--- src/inc/rrs_pkg.sv ---
`default_nettype none
package rrs_pkg;
  // instruction encodings
  localparam int          INSTR_W        = 12;
  localparam logic [5:0]  ROT_OPCODE     = 6'h0C;
  localparam int          ROT_OPC_MSB    = 11;
  localparam int          ROT_OPC_LSB    = 6;
  localparam int          ROT_DEST_BIT   = 5;
  localparam int          ROT_FIDX_MSB   = 4;
  localparam logic [11:0] SLEEP_WORD     = 12'h003;

  // data path
  localparam int          DATA_W         = 8;
  localparam int          FILE_DEPTH     = 32;
  localparam int          FIDX_W         = 5;

  // register bus map
  localparam int          ADDR_W         = 6;
  localparam logic [5:0]  ADDR_FILE_TOP  = 6'h1F;
  localparam logic [5:0]  ADDR_ACCUM     = 6'h20;
  localparam logic [5:0]  ADDR_STATUS    = 6'h21;
  localparam logic [5:0]  ADDR_IRQ_STAT  = 6'h22;
  localparam logic [5:0]  ADDR_IRQ_MASK  = 6'h23;
  localparam logic [5:0]  ADDR_WDOG      = 6'h24;
  localparam logic [5:0]  ADDR_PRESCALE  = 6'h25;
  localparam logic [5:0]  ADDR_CONTROL   = 6'h26;

  // status register fields
  localparam int          ST_CARRY       = 0;
  localparam int          ST_POWERDOWN   = 3;
  localparam int          ST_TIMEOUT     = 4;
  localparam int          ST_PIN_WAKE    = 7;

  // control register fields
  localparam int          CTL_SOFT_WAKE  = 0;

  // interrupt status fields
  localparam int          IRQ_W          = 3;
  localparam int          IRQ_ROTATE     = 0;
  localparam int          IRQ_SLEEP      = 1;
  localparam int          IRQ_WAKE       = 2;

  // reset values
  localparam logic        RST_CARRY      = 1'b0;
  localparam logic        RST_TIMEOUT    = 1'b1;
  localparam logic        RST_POWERDOWN  = 1'b1;
  localparam logic        RST_PIN_WAKE   = 1'b0;
  localparam logic [7:0]  RST_BYTE       = 8'h00;
  localparam logic [2:0]  RST_IRQ        = 3'h0;

  // watchdog sizing
  localparam int          WDOG_W         = 8;
  localparam int          PRESCALE_W     = 8;

  typedef enum logic [0:0] {
    CORE_RUN   = 1'b0,
    CORE_SLEEP = 1'b1
  } core_state_t;
endpackage : rrs_pkg
`default_nettype wire

--- src/rtl/rotate_right_through_carry.sv ---
`default_nettype none
module rotate_right_through_carry
  import rrs_pkg::*;
#(
  parameter int WIDTH = DATA_W
) (
  input  wire logic [WIDTH-1:0] operand,
  input  wire logic             carry_in,
  output logic      [WIDTH-1:0] result,
  output logic                  carry_out
);
  // old carry lands in the msb, old lsb leaves as carry
  assign result    = {carry_in, operand[WIDTH-1:1]}; // [RULE1]
  assign carry_out = operand[0];                     // [RULE1]
endmodule : rotate_right_through_carry
`default_nettype wire

--- src/rtl/rotate_and_sleep_execute.sv ---
// Notes on behaviour
// [RULE1] rotate right: old carry to msb, old lsb to carry; no other flag
// [RULE2] destination bit zero: result to accumulator, file register kept
// [RULE3] destination bit one: result written back to the source file register
// [RULE4] rotate decoded as 0011 00, destination bit, 5-bit register index
// [RULE5] low-power entry sets the timeout status flag
// [RULE6] low-power entry clears power-down flag, pin-change wake flag kept
// [RULE7] low-power entry zeroes the watchdog counter and its prescaler
// [RULE8] after low-power entry oscillator halts; no instructions until wake
// [RULE9] low-power entry is 0000 0000 0011; both instructions take one cycle
//
// Added by the designer: the plain strobed port and the placing of the registers.
`default_nettype none
module rotate_and_sleep_execute
  import rrs_pkg::*;
#(
  parameter int WDOG_BITS     = WDOG_W,
  parameter int PRESCALE_BITS = PRESCALE_W
) (
  input  wire logic               clk,
  input  wire logic               rst_b,
  // instruction stream
  input  wire logic [INSTR_W-1:0] instr,
  input  wire logic               instr_valid,
  output logic                    instr_ready,
  output logic                    osc_run,
  // wake-up sources
  input  wire logic               pin_change,
  // register port
  input  wire logic [ADDR_W-1:0]  reg_addr,
  input  wire logic [DATA_W-1:0]  reg_wdata,
  input  wire logic               reg_write,
  input  wire logic               reg_read,
  output logic      [DATA_W-1:0]  reg_rdata,
  output logic                    irq
);

  ////////////////////////////////////////////////////////////////////////////
  // storage

  logic [DATA_W-1:0]        file_q [FILE_DEPTH];
  logic [DATA_W-1:0]        accum_q;
  logic                     carry_q;
  logic                     timeout_status_flag_q;
  logic                     powerdown_status_flag_q;
  logic                     pin_change_wake_flag_q;
  logic [WDOG_BITS-1:0]     watchdog_counter_q;
  logic [PRESCALE_BITS-1:0] prescale_q;
  logic [IRQ_W-1:0]         irq_stat_q;
  logic [IRQ_W-1:0]         irq_mask_q;
  logic [DATA_W-1:0]        reg_rdata_q;
  core_state_t              state_q;
  core_state_t              state_d;

  ////////////////////////////////////////////////////////////////////////////
  // decode

  logic              exec;
  logic              is_rotate;
  logic              is_sleep;
  logic              rot_to_file;
  logic [FIDX_W-1:0] rot_idx;
  logic [DATA_W-1:0] rot_operand;
  logic [DATA_W-1:0] rot_result;
  logic              rot_carry;

  // the core only accepts words while the oscillator runs
  assign instr_ready = (state_q == CORE_RUN);                 // [RULE8]
  assign osc_run     = (state_q == CORE_RUN);                 // [RULE8]
  assign exec        = instr_valid && instr_ready;            // [RULE9]

  assign is_rotate   = exec &&                                // [RULE4]
                       (instr[ROT_OPC_MSB:ROT_OPC_LSB] == ROT_OPCODE);
  assign is_sleep    = exec && (instr == SLEEP_WORD);         // [RULE9]
  assign rot_to_file = instr[ROT_DEST_BIT];                   // [RULE4]
  assign rot_idx     = instr[ROT_FIDX_MSB:0];                 // [RULE4]
  assign rot_operand = file_q[rot_idx];

  rotate_right_through_carry #(
    .WIDTH     (DATA_W)
  ) u_rotate (
    .operand   (rot_operand),
    .carry_in  (carry_q),
    .result    (rot_result),
    .carry_out (rot_carry)
  );

  ////////////////////////////////////////////////////////////////////////////
  // register port decode

  // one strobe per register keeps every update process short
  logic bus_file;
  logic wr_accum;
  logic wr_status;
  logic wr_irq_stat;
  logic wr_irq_mask;
  logic wr_control;
  logic soft_wake;
  logic wake;

  assign bus_file    = (reg_addr <= ADDR_FILE_TOP);
  assign wr_accum    = reg_write && (reg_addr == ADDR_ACCUM);
  assign wr_status   = reg_write && (reg_addr == ADDR_STATUS);
  assign wr_irq_stat = reg_write && (reg_addr == ADDR_IRQ_STAT);
  assign wr_irq_mask = reg_write && (reg_addr == ADDR_IRQ_MASK);
  assign wr_control  = reg_write && (reg_addr == ADDR_CONTROL);
  // a wake write while running is harmless and ignored
  assign soft_wake   = wr_control && reg_wdata[CTL_SOFT_WAKE];
  assign wake        = (state_q == CORE_SLEEP) && (pin_change || soft_wake);

  ////////////////////////////////////////////////////////////////////////////
  // file registers: instruction write-back wins over a bus write

  genvar gi;
  generate
    for (gi = 0; gi < FILE_DEPTH; gi++) begin : g_file
      always_ff @(posedge clk) begin
        if (!rst_b) begin
          file_q[gi] <= RST_BYTE;
        end else if (is_rotate && rot_to_file &&
                     rot_idx == FIDX_W'(gi)) begin
          file_q[gi] <= rot_result;                           // [RULE3]
        end else if (reg_write && bus_file &&
                     reg_addr == ADDR_W'(gi)) begin
          file_q[gi] <= reg_wdata;
        end
      end
    end
  endgenerate

  ////////////////////////////////////////////////////////////////////////////
  // accumulator
  // sleep leaves it as it was; only a rotate or a write changes it

  always_ff @(posedge clk) begin
    if (!rst_b) begin
      accum_q <= RST_BYTE;
    end else if (is_rotate && !rot_to_file) begin
      accum_q <= rot_result;                                  // [RULE2]
    end else if (wr_accum) begin
      accum_q <= reg_wdata;
    end
  end

  ////////////////////////////////////////////////////////////////////////////
  // carry: the rotate touches no other status bit

  always_ff @(posedge clk) begin
    if (!rst_b) begin
      carry_q <= RST_CARRY;
    end else if (is_rotate) begin
      carry_q <= rot_carry;                                   // [RULE1]
    end else if (wr_status) begin
      carry_q <= reg_wdata[ST_CARRY];
    end
  end

  ////////////////////////////////////////////////////////////////////////////
  // timeout flag

  always_ff @(posedge clk) begin
    if (!rst_b) begin
      timeout_status_flag_q <= RST_TIMEOUT;
    end else if (is_sleep) begin
      timeout_status_flag_q <= 1'b1;                          // [RULE5]
    end else if (wr_status) begin
      timeout_status_flag_q <= reg_wdata[ST_TIMEOUT];
    end
  end

  ////////////////////////////////////////////////////////////////////////////
  // power-down flag: sleep entry beats a status write in the same cycle

  always_ff @(posedge clk) begin
    if (!rst_b) begin
      powerdown_status_flag_q <= RST_POWERDOWN;
    end else if (is_sleep) begin
      powerdown_status_flag_q <= 1'b0;                        // [RULE6]
    end else if (wr_status) begin
      powerdown_status_flag_q <= reg_wdata[ST_POWERDOWN];
    end
  end

  ////////////////////////////////////////////////////////////////////////////
  // pin-change wake flag: sleep entry leaves it alone

  always_ff @(posedge clk) begin
    if (!rst_b) begin
      pin_change_wake_flag_q <= RST_PIN_WAKE;
    end else if ((state_q == CORE_SLEEP) && pin_change) begin
      pin_change_wake_flag_q <= 1'b1;
    end else if (wr_status) begin
      pin_change_wake_flag_q <= reg_wdata[ST_PIN_WAKE];       // [RULE6]
    end
  end

  ////////////////////////////////////////////////////////////////////////////
  // watchdog prescaler and counter
  // the counter only shows time; the timeout action itself lives elsewhere

  logic prescale_wrap;

  assign prescale_wrap = (prescale_q == {PRESCALE_BITS{1'b1}});

  always_ff @(posedge clk) begin
    if (!rst_b) begin
      prescale_q <= '0;
    end else if (is_sleep) begin
      prescale_q <= '0;                                       // [RULE7]
    end else if (state_q == CORE_RUN) begin
      prescale_q <= prescale_q + 1'b1;
    end
  end

  always_ff @(posedge clk) begin
    if (!rst_b) begin
      watchdog_counter_q <= '0;
    end else if (is_sleep) begin
      watchdog_counter_q <= '0;                               // [RULE7]
    end else if (state_q == CORE_RUN && prescale_wrap) begin
      watchdog_counter_q <= watchdog_counter_q + 1'b1;
    end
  end

  ////////////////////////////////////////////////////////////////////////////
  // run / sleep state

  always_comb begin
    state_d = state_q;
    case (state_q)
      CORE_RUN: begin
        if (is_sleep) begin
          state_d = CORE_SLEEP;                               // [RULE8]
        end
      end
      CORE_SLEEP: begin
        if (wake) begin
          state_d = CORE_RUN;
        end
      end
      default: begin
        state_d = CORE_RUN;
      end
    endcase
  end

  always_ff @(posedge clk) begin
    if (!rst_b) begin
      state_q <= CORE_RUN;
    end else begin
      state_q <= state_d;
    end
  end

  ////////////////////////////////////////////////////////////////////////////
  // interrupts: a new event beats a write-one-to-clear in the same cycle

  logic [IRQ_W-1:0] irq_set;
  logic [IRQ_W-1:0] irq_clr;

  always_comb begin
    irq_set             = '0;
    irq_set[IRQ_ROTATE] = is_rotate;
    irq_set[IRQ_SLEEP]  = is_sleep;
    irq_set[IRQ_WAKE]   = wake;
  end

  assign irq_clr = wr_irq_stat ?
                   reg_wdata[IRQ_W-1:0] : '0;

  always_ff @(posedge clk) begin
    if (!rst_b) begin
      irq_stat_q <= RST_IRQ;
    end else begin
      irq_stat_q <= (irq_stat_q & ~irq_clr) | irq_set;
    end
  end

  always_ff @(posedge clk) begin
    if (!rst_b) begin
      irq_mask_q <= RST_IRQ;
    end else if (wr_irq_mask) begin
      irq_mask_q <= reg_wdata[IRQ_W-1:0];
    end
  end

  assign irq = |(irq_stat_q & irq_mask_q);

  ////////////////////////////////////////////////////////////////////////////
  // read data, one cycle after the strobe, zero otherwise

  logic [DATA_W-1:0] rd_mux;

  always_comb begin
    rd_mux = RST_BYTE;
    if (bus_file) begin
      rd_mux = file_q[reg_addr[FIDX_W-1:0]];
    end else begin
      case (reg_addr)
        ADDR_ACCUM: begin
          rd_mux = accum_q;
        end
        ADDR_STATUS: begin
          rd_mux[ST_CARRY]     = carry_q;
          rd_mux[ST_POWERDOWN] = powerdown_status_flag_q;
          rd_mux[ST_TIMEOUT]   = timeout_status_flag_q;
          rd_mux[ST_PIN_WAKE]  = pin_change_wake_flag_q;
        end
        ADDR_IRQ_STAT: begin
          rd_mux[IRQ_W-1:0] = irq_stat_q;
        end
        ADDR_IRQ_MASK: begin
          rd_mux[IRQ_W-1:0] = irq_mask_q;
        end
        ADDR_WDOG: begin
          rd_mux = DATA_W'(watchdog_counter_q);
        end
        ADDR_PRESCALE: begin
          rd_mux = DATA_W'(prescale_q);
        end
        ADDR_CONTROL: begin
          rd_mux[CTL_SOFT_WAKE] = (state_q == CORE_SLEEP);
        end
        // unmapped addresses read as zero
        default: begin
          rd_mux = RST_BYTE;
        end
      endcase
    end
  end

  always_ff @(posedge clk) begin
    if (!rst_b) begin
      reg_rdata_q <= RST_BYTE;
    end else if (reg_read) begin
      reg_rdata_q <= rd_mux;
    end else begin
      reg_rdata_q <= RST_BYTE;
    end
  end

  assign reg_rdata = reg_rdata_q;

endmodule : rotate_and_sleep_execute
`default_nettype wire

--- config.mk ---
export PLATFORM = sky130hd
export DESIGN_NAME = rotate_and_sleep_execute
export DESIGN_NICKNAME = d
export VERILOG_FILES = /design/src/inc/rrs_pkg.sv /design/src/rtl/rotate_right_through_carry.sv /design/src/rtl/rotate_and_sleep_execute.sv
export SDC_FILE = /design/constraint.sdc
export NUM_CORES = 1
export LEC_CHECK = 0
export BUFFER_PORTS_ARGS = -buffer_cell sky130_fd_sc_hd__clkbuf_2
export CAP_MARGIN = 5
export CORE_UTILIZATION = 40
export CTS_CLUSTER_SIZE = 14
export DETAILED_ROUTE_END_ITERATION = 10
export GPL_ROUTABILITY_DRIVEN = 0
export HOLD_SLACK_MARGIN = 0.02
export PLACE_DENSITY = 0.62
export SLEW_MARGIN = 15
export SYNTH_ARGS = -nofsm -noshare
export SYNTH_HDL_FRONTEND = slang
export SYNTH_SLANG_ARGS = --single-unit
export TNS_END_PERCENT = 1
--- constraint.sdc ---
create_clock -name clk -period 3.65 [get_ports clk]
set_input_delay 0.73 -clock clk [delete_from_list [all_inputs] [get_ports clk]]
set_output_delay 0.73 -clock clk [all_outputs]
set_load 0.005 [all_outputs]
=== After elaboration in Yosys (flattened, before gate mapping) ===
Memories as Yosys holds them, arrays and structs flattened.
Index checks and enable logic that the tools add are counted.

* Add/sub/neg operators: 2
* Magnitude comparators: 1
* Eq/ne operators: 72
* Mux-type cells: 307
* Bitwise gates (word level): 70
* Reduce and logical (&&, ||, !) cells: 90

{| class="wikitable"
|+ Operators by type and width
! operator !! number
|-
| 8-bit 2-to-1 mux || 67
|-
| 1-bit 2-to-1 mux || 233
|-
| 6-bit by 5-bit == test with 1-bit output, second input constant || 16
|-
| 5-bit == test, second input constant || 16
|-
| 1-bit logical AND || 79
|-
| 1-bit bitwise OR || 64
|-
| 6-bit by 4-bit == test with 1-bit output, second input constant || 9
|-
| 6-bit == test, second input constant || 7
|-
| 5-bit by 4-bit == test with 1-bit output, second input constant || 8
|-
| 6-bit by 3-bit == test with 1-bit output, second input constant || 4
|-
| 5-bit by 3-bit == test with 1-bit output, second input constant || 4
|-
| 8-bit by 1-bit adder with 8-bit output, second input constant || 2
|-
| 12-bit by 2-bit == test with 1-bit output, second input constant || 1
|-
| 6-bit by 2-bit == test with 1-bit output, second input constant || 2
|-
| 5-bit by 2-bit == test with 1-bit output, second input constant || 2
|-
| 2-bit case mux with 5 select lines || 1
|-
| 8-bit == test, second input constant || 1
|-
| 2-bit case mux with 4 select lines || 1
|-
| 2-bit nonzero test || 4
|-
| 1-bit case mux with 7 select lines || 1
|-
| 3-bit bitwise AND || 2
|-
| 6-bit by 1-bit == test with 1-bit output, second input constant || 1
|-
| 6-bit by 5-bit <= comparator with 1-bit output, second input constant || 1
|-
| 6-bit logical NOT || 1
|-
| 14 further kinds || 15
|}

* Register bits: 43
* Bits in writable memories: 256
* Bits of input ports: 32
* Word-level logic and storage cells: 554
* Memories kept: 1

{| class="wikitable"
|+ Memory list
! memory !! depth !! bits a word !! rd ports !! clocked after memory_dff !! write ports !! line !! RTL
|-
| file_q || 32 || 8 || 2 || 0 || 32 || rotate_and_sleep_execute.sv:41 || <nowiki>logic [DATA_W-1:0] file_q [FILE_DEPTH];</nowiki>
|}

=== Logic depth before layout (Yosys ltp) ===
Gate-level depths: netlist (run 1).

* Depth after elaboration: 10
* Gate-level depth with buffers: 12

=== Hierarchy ===
Synthesis (run 1) repeated with hierarchy kept, for this count alone.

* Cells, all modules: 1294
* Area total of the unflattened synthesis: 17576.9 um^2

{| class="wikitable"
|+ By module, submodules not included
! module !! instances !! cells each !! area an instance (um^2)
|-
| rotate_and_sleep_execute || 1 || 1285 || 17509.3
|-
| rotate_right_through_carry || 1 || 9 || 67.6
|}

=== Worst setup path before layout (run 1) ===
No wires, ideal clock.

* Path kind: input-to-reg
* From: input port instr[7]
* To: memory file_q[1][0] (enable)
* Arrival: 2.570 ns
* Data required time: 3.272 ns
* Path slack: 0.702 ns
* Stages on the path: 5
* Path buffers: 1
* Cells stage by stage: or4b_4 nor4_4 nand3_1 clkbuf_1 o221ai_1

{| class="wikitable"
|+ RTL lines
! what !! line !! RTL
|-
| from (decl) || rotate_and_sleep_execute.sv:23 || <nowiki>input wire logic [INSTR_W-1:0] instr,</nowiki>
|-
| to (decl) || rotate_and_sleep_execute.sv:41 ||
|}

==> impl_metrics.toml, run 1 <==
[floorplan]
ios = 43
die_h_um = 214
placementRows = 77
initial_core_util_pct = 40.6
die_w_um = 214
die_area_sq_um = 45700
core_sq_um = 44200

[detailed_routing]
drt_pre_antenna_iters = 6
vias = 14500
drc = 0
drtAntennaViolNets = 0
wl_um = 64700
wl_per_cell_um = 30.5
routed_via_density = 6.82
drt_iter0_markers = 2324

[grt]
grt_pass1_wl_um = 94400
grt_usage_pct = 28.6
grt_overflow = 0
grt_pass1_vias = 14000
antenna_found_initial = 1
grt_max_degree = 52

[min_path]
hold_path_startpoint = "pin_change"
hold_end = "pin_change_wake_flag_q$_SDFFE_PN0P_"
min_path_cells = 3
hold_path_class = "input port to register"

[sta]
fmax_ghz = 0.319
setup_viol = 0
min_period_ns = 3.13
worst_slew_pin_slew_ns = 1.25
skew_ns = 0.0214
fin_tns_setup_ns = 0
rsz0062_at_grt = "no"
fin_crit_sh_pct = 85.9
final-max-slew-violation-count = 0
fin_ws_ns = 0.516
hold_viol = 0
relSlewSlack_pct = 16.8

[worst_setup_path]
cp.arrival_ns = 3.37
end_kind = "register"
r2r-start = "state_q$_SDFF_PN0_"
rr_worst_depth = 6
critPathKind = "register to register"
r2r-end = "file_q[0][7]$_DFFE_PP_"
r2r_setup_slack_ns = 0.52
crit_path_start_kind = "register"
required_ns = 3.88
critPathMaxFanout = 16
cp-startpoint = "state_q$_SDFF_PN0_"

[yosys]
synth_edf_count = 256
synthDistinctLibCells = 61
ys_seq_area_share_pct = 47.6
avgSynthCellArea_sq_um = 12.4
syn_nets = 1484
synth_cells = 1450
synthesis.area_sq_um = 17900
synth_top_flop_cell = "edfxtp_1"
synthArstFlopShare_pct = 0
yosys_warnings = 0
synth-seq-cells = 299

[clock_tree]
path_clk_slew_ns = 0.06
cts_tree = "yes"
cts_max_path_buffers = 3
h-tree-depth = 2
cts_buffers = 35
clock_sinks = 299
post_cts_buffers = 0
clock-root-buffer = "clkbuf_16"
insertion_delay_ns = 0.55
cts.repair.resized = 0
holdBufCountCts = 0

[power_and_ir_drop]
power.density_nw_per_um2 = 422
vdd_ir_drop_max_mv = 0.332
leakage_uw = 0.00683

[job]
maxCapViolCount = 0

[place]
dp_cells = 2062
dp_hpwl_um = 45500
numPortBuffers = 42
dp_slack_ns = 0.288

[finish]
area_delta_synth_final_pct = 13.7
fillCellCount = 3935
stdcell_count = 2125
layout.nets = 1541
drive_gt1_share_pct = 26.0

[status]
status = "finished, final reports clean"
-- worst max-delay path by stage --
stage / endpoint / slack (ns) / depth (start not counted)
after floorplan: file_q[1][0]$_DFFE_PP_ / 0.70 / 5
after global placement: file_q[13][7]$_DFFE_PP_ / 0.22 / 6
after detailed placement: file_q[4][5]$_DFFE_PP_ / 0.29 / 8
after CTS: file_q[0][6]$_DFFE_PP_ / 0.61 / 6
after global routing: file_q[0][6]$_DFFE_PP_ / 0.40 / 6
final: file_q[0][7]$_DFFE_PP_ / 0.52 / 6
-- registers in the layout (all words and copies together), names as in the netlist --
name / count
state_q: 1
prescale_q: 8
reg_rdata: 8
irq_mask_q: 3
pin_change_wake_flag_q: 1
powerdown_status_flag_q: 1
carry_q: 1
timeout_status_flag_q: 1
irq_stat_q: 3
watchdog_counter_q: 8
accum_q: 8
file_q: 256
-- where the power goes --
part	internal [uW]	total (uW)	switching, uW
combinational	380	1100	723
sequential	3800	3860	67.6
clock	2160	3640	1480
-- logic make-up (layout without fill, tap and decap cells) --
family                   Yosys count  in the layout  synth area share, %
AND/OR/NAND/NOR                  355            355                 9.14
other                              0              1                    0
XOR/XNOR                          14             14                0.683
flip-flops                       299            299                 47.6
multiplexers                     215            215                 20.1
buffers and inverters            146            228                 4.07
AO/OA/AOI/OAI                    419            419                 18.2
adder cells (fa/ha/maj)            2              2                0.139
-- placed cells by master (no fill, tap or decap), types with 8 or more instances in the layout --
cell         n
nor3_1       9
buf_4      112
clkbuf_2    38
a32o_1      32
nand2_1    189
and3_1       8
a21oi_1     16
o21ai_1     13
edfxtp_1   256
nand2_2     16
o22ai_1      9
nor2b_1     20
xor2_1       9
dfxtp_1     43
nor2_1      47
mux2_2      20
a211oi_1    14
o2bb2ai_1  112
mux2i_1     79
mux4_2     115
buf_12      10
a211oi_4    17
clkbuf_16   36
nand3_1     32
o221ai_1    39
o21ai_0    120
a31oi_1     12
-- worst max-delay path: stages (launching register included) --
cell      delay (ns)
dfxtp_1         0.29
buf_4           0.16
or4b_4          0.56
nor4_4          0.46
nand3_1         0.61
o221ai_1        0.46
buf_4           0.26
-- cells in the mapped netlist (5+ instances only) --
cell	instances	area share [%]
edfxtp_1	256	43
nand2_1	189	4.0
o21ai_0	120	3.3
mux4_2	115	14
o2bb2ai_1	112	5.5
mux2i_1	80	4.5
clkbuf_1	71	1.5
nor2_1	48	1.0
dfxtp_1	43	4.8
buf_2	39	1.1
o221ai_1	39	1.9
a32o_1	32	1.8
nand3_1	32	0.89
mux2_2	20	1.3
nor2b_1	20	0.70
a211oi_4	17	1.9
a21oi_1	16	0.45
nand2_2	16	0.56
a211oi_1	15	0.63
o21ai_1	14	0.39
buf_4	13	0.54
a31oi_1	12	0.42
nor3_1	9	0.25
o22ai_1	9	0.31
xor2_1	9	0.44
and3_1	8	0.28
buf_1	8	0.17
buf_6	7	0.44
a22oi_1	6	0.25
a32oi_1	6	0.29
inv_1	6	0.13
nand2b_1	6	0.21
xnor2_1	5	0.24
-- final cells by class --
cell class                 instances  area, sq um  share of cell area [%]
multi-input combinational       1005         8690                    42.6
sequential                       299         8550                    41.9
timing repair buffer             160         1230                    6.03
clock buffer                      39          912                    4.47
tap                              592          741                    3.63
clock inverter                    23          260                    1.28
inverter                           6         22.5                   0.110
antenna                            1         2.50                  0.0123
-- through the flow --
stage	hold WS, ns	instance area (sq um)	power [uW]	utilization [%]
floorplan	0.456	17900	4530	-
global placement	0.493	19200	4990	43.5
detailed placement	0.494	19200	5000	43.5
CTS	0.439	20400	8590	46.1
global route	0.474	20400	8780	46.1
finish	0.451	20400	8610	46.2
-- layer usage --
layer  vias up  GRT usage, %  share of wire (%)
li1       5941             -                  -
met1      7192          38.0                 37
met2      1178          44.5                 45
met3       186          6.33                 13
met4         0          13.8                5.1
met5         -             0                  0
(Power assumes the default switching activity.)
==> run 2, diff against run 1 <==
--- a/config.mk
+++ b/config.mk
@@ -12,6 +12,7 @@
 export DETAILED_ROUTE_END_ITERATION = 10
 export GPL_ROUTABILITY_DRIVEN = 0
 export HOLD_SLACK_MARGIN = 0.02
+export MAX_ROUTING_LAYER = met4
 export PLACE_DENSITY = 0.62
 export SLEW_MARGIN = 15
 export SYNTH_ARGS = -nofsm -noshare
==> run 2 against run 1 <==
  * Worst hold slack better by 0.0026 ns
  * Final area unchanged
  * Critical path depth unchanged
  * Combinational power about the same
  * Sequential share of layout area unchanged
  * Sequential power about the same
  * Global-route usage up 0.91 points
  * Register-to-register slack worse by 0.04 ns
  * Power about the same
==> impl_metrics.toml, run 2 (synthesis results as in run 1) <==
[place]
dp_cells = 2062
dp_hpwl_um = 45500
numPortBuffers = 42

[sta]
fin_tns_setup_ns = 0
setup_viol = 0
rsz0062_at_grt = "no"
hold_viol = 0
relSlewSlack_pct = 17.0
final-max-slew-violation-count = 0
fmax_ghz = 0.315
timing.hold.ws_ns = 0.453
fin_crit_sh_pct = 86.9
min_period_ns = 3.17
worst_slew_pin_slew_ns = 1.25
skew_ns = 0.0219

[grt]
grt_usage_pct = 29.5
antenna_found_initial = 1
grt_pass1_vias = 14000
grt_overflow = 0
grt_max_degree = 52
grt_pass1_wl_um = 94600

[power_and_ir_drop]
leakage_uw = 0.00683
switching_share_pct = 26.4
switchingPower_uw = 2270
vdd_ir_drop_max_mv = 0.335
power.density_nw_per_um2 = 422
p_clk_share_pct = 42.4
comb_power_share_pct = 12.8
power.internal_uw = 6340
seq_power_share_pct = 44.9
power.total_uw = 8610

[floorplan]
ios = 43
initial_core_util_pct = 40.6
placementRows = 77
die_h_um = 214
core_sq_um = 44200
die_area_sq_um = 45700
die_w_um = 214

[worst_setup_path]
cp.arrival_ns = 3.40
crit_path_start_kind = "register"
critPathMaxFanout = 16
rr_worst_depth = 6
end_kind = "register"
cp-startpoint = "state_q$_SDFF_PN0_"
r2r_setup_slack_ns = 0.48
r2r-end = "file_q[19][3]$_DFFE_PP_"
r2r-start = "state_q$_SDFF_PN0_"
critPathKind = "register to register"
crit_end = "file_q[19][3]$_DFFE_PP_"
required_ns = 3.88

[detailed_routing]
wl_per_cell_um = 30.4
routed_via_density = 6.85
drtAntennaViolNets = 0
drt_pre_antenna_iters = 7
drt_iter0_markers = 2405
drc = 0
wl_um = 64500
vias = 14600

[clock_tree]
cts_max_path_buffers = 3
cts_tree = "yes"
cts_buffers = 35
h-tree-depth = 2
insertion_delay_ns = 0.55
path_clk_slew_ns = 0.06
clock_sinks = 299
post_cts_buffers = 0
holdBufCountCts = 0
clock-root-buffer = "clkbuf_16"
cts.repair.resized = 0

[finish]
fillCellCount = 3935
stdcell_count = 2125
top_register = "file_q"
mostFrequentLayoutCells = "edfxtp_1 (256), nand2_1 (189), o21ai_0 (120), mux4_2 (115)"
layout_commonest_cell = "edfxtp_1"
area_delta_synth_final_pct = 13.7
largest_register_ffs = 256
drive_gt1_share_pct = 26.0
layout.nets = 1541

[min_path]
hold_path_class = "input port to register"

[job]
maxCapViolCount = 0

[status]
status = "finished, final reports clean"
-- run 2: cell counts in the layout (fill, tap and decap cells not counted) --
Identical to the previous run, type by type.
-- run 2: critical path, stage by stage, from the launching register on --
cell	delay [ns]
dfxtp_1	0.29
buf_4	0.16
or4b_4	0.56
nor4_4	0.47
nand3_1	0.64
o221ai_1	0.44
buf_4	0.28
-- run 2: final cells by class --
type	count	area [sq um]	share of cell area (%)
multi-input cells	1005	8690	42.6
inverters	6	22.5	0.110
clock buffers	39	912	4.47
well taps	592	741	3.63
diodes	1	2.50	0.0123
clock inverters	23	260	1.28
flip-flops and latches	299	8550	41.9
repair buffers	160	1230	6.03
-- run 2: metrics by stage --
stage          worst slack [ns]  instance area [sq um]  util [%]
3_5_place_dp              0.288                  19200      43.5
4_1_cts                   0.612                  20400      46.1
3_3_place_gp              0.218                  19200      43.5
6_report                  0.477                  20400      46.2
2_1_floorplan             0.702                  17900         -
5_1_grt                   0.402                  20400      46.2
-- run 2: worst min-delay path by stage --
stage | startpoint | endpoint | slack, ns | depth (start not counted)
after global placement | timeout_status_flag_q$_SDFFE_PP1P_ | timeout_status_flag_q$_SDFFE_PP1P_ | 0.49 | 2
after CTS | pin_change | pin_change_wake_flag_q$_SDFFE_PN0P_ | 0.44 | 3
after global routing | pin_change | pin_change_wake_flag_q$_SDFFE_PN0P_ | 0.47 | 3
final | pin_change | pin_change_wake_flag_q$_SDFFE_PN0P_ | 0.45 | 3
after detailed placement | timeout_status_flag_q$_SDFFE_PP1P_ | timeout_status_flag_q$_SDFFE_PP1P_ | 0.49 | 2
after floorplan | irq_stat_q[1]$_SDFF_PN0_ | irq_stat_q[1]$_SDFF_PN0_ | 0.46 | 2
-- run 2: power groups by stage --
stage	registers (uW)	logic, uW	clock network (uW)
after detailed placement	3930	1070	0
after CTS	3860	1070	3660
after global routing	3870	1130	3780
after global placement	3930	1060	0
final	3860	1100	3650
after floorplan	3900	630	0
-- run 2: routing by layer --
metal | vias to the layer above | routed length, um | track usage (%) | share of wire, %
met5 | - | 0 | - | 0
met4 | 0 | 3340 | 13.6 | 5.2
met3 | 200 | 8130 | 6.11 | 13
met2 | 1162 | 29400 | 44.7 | 46
met1 | 7272 | 23700 | 38.1 | 37
li1 | 5931 | - | - | -
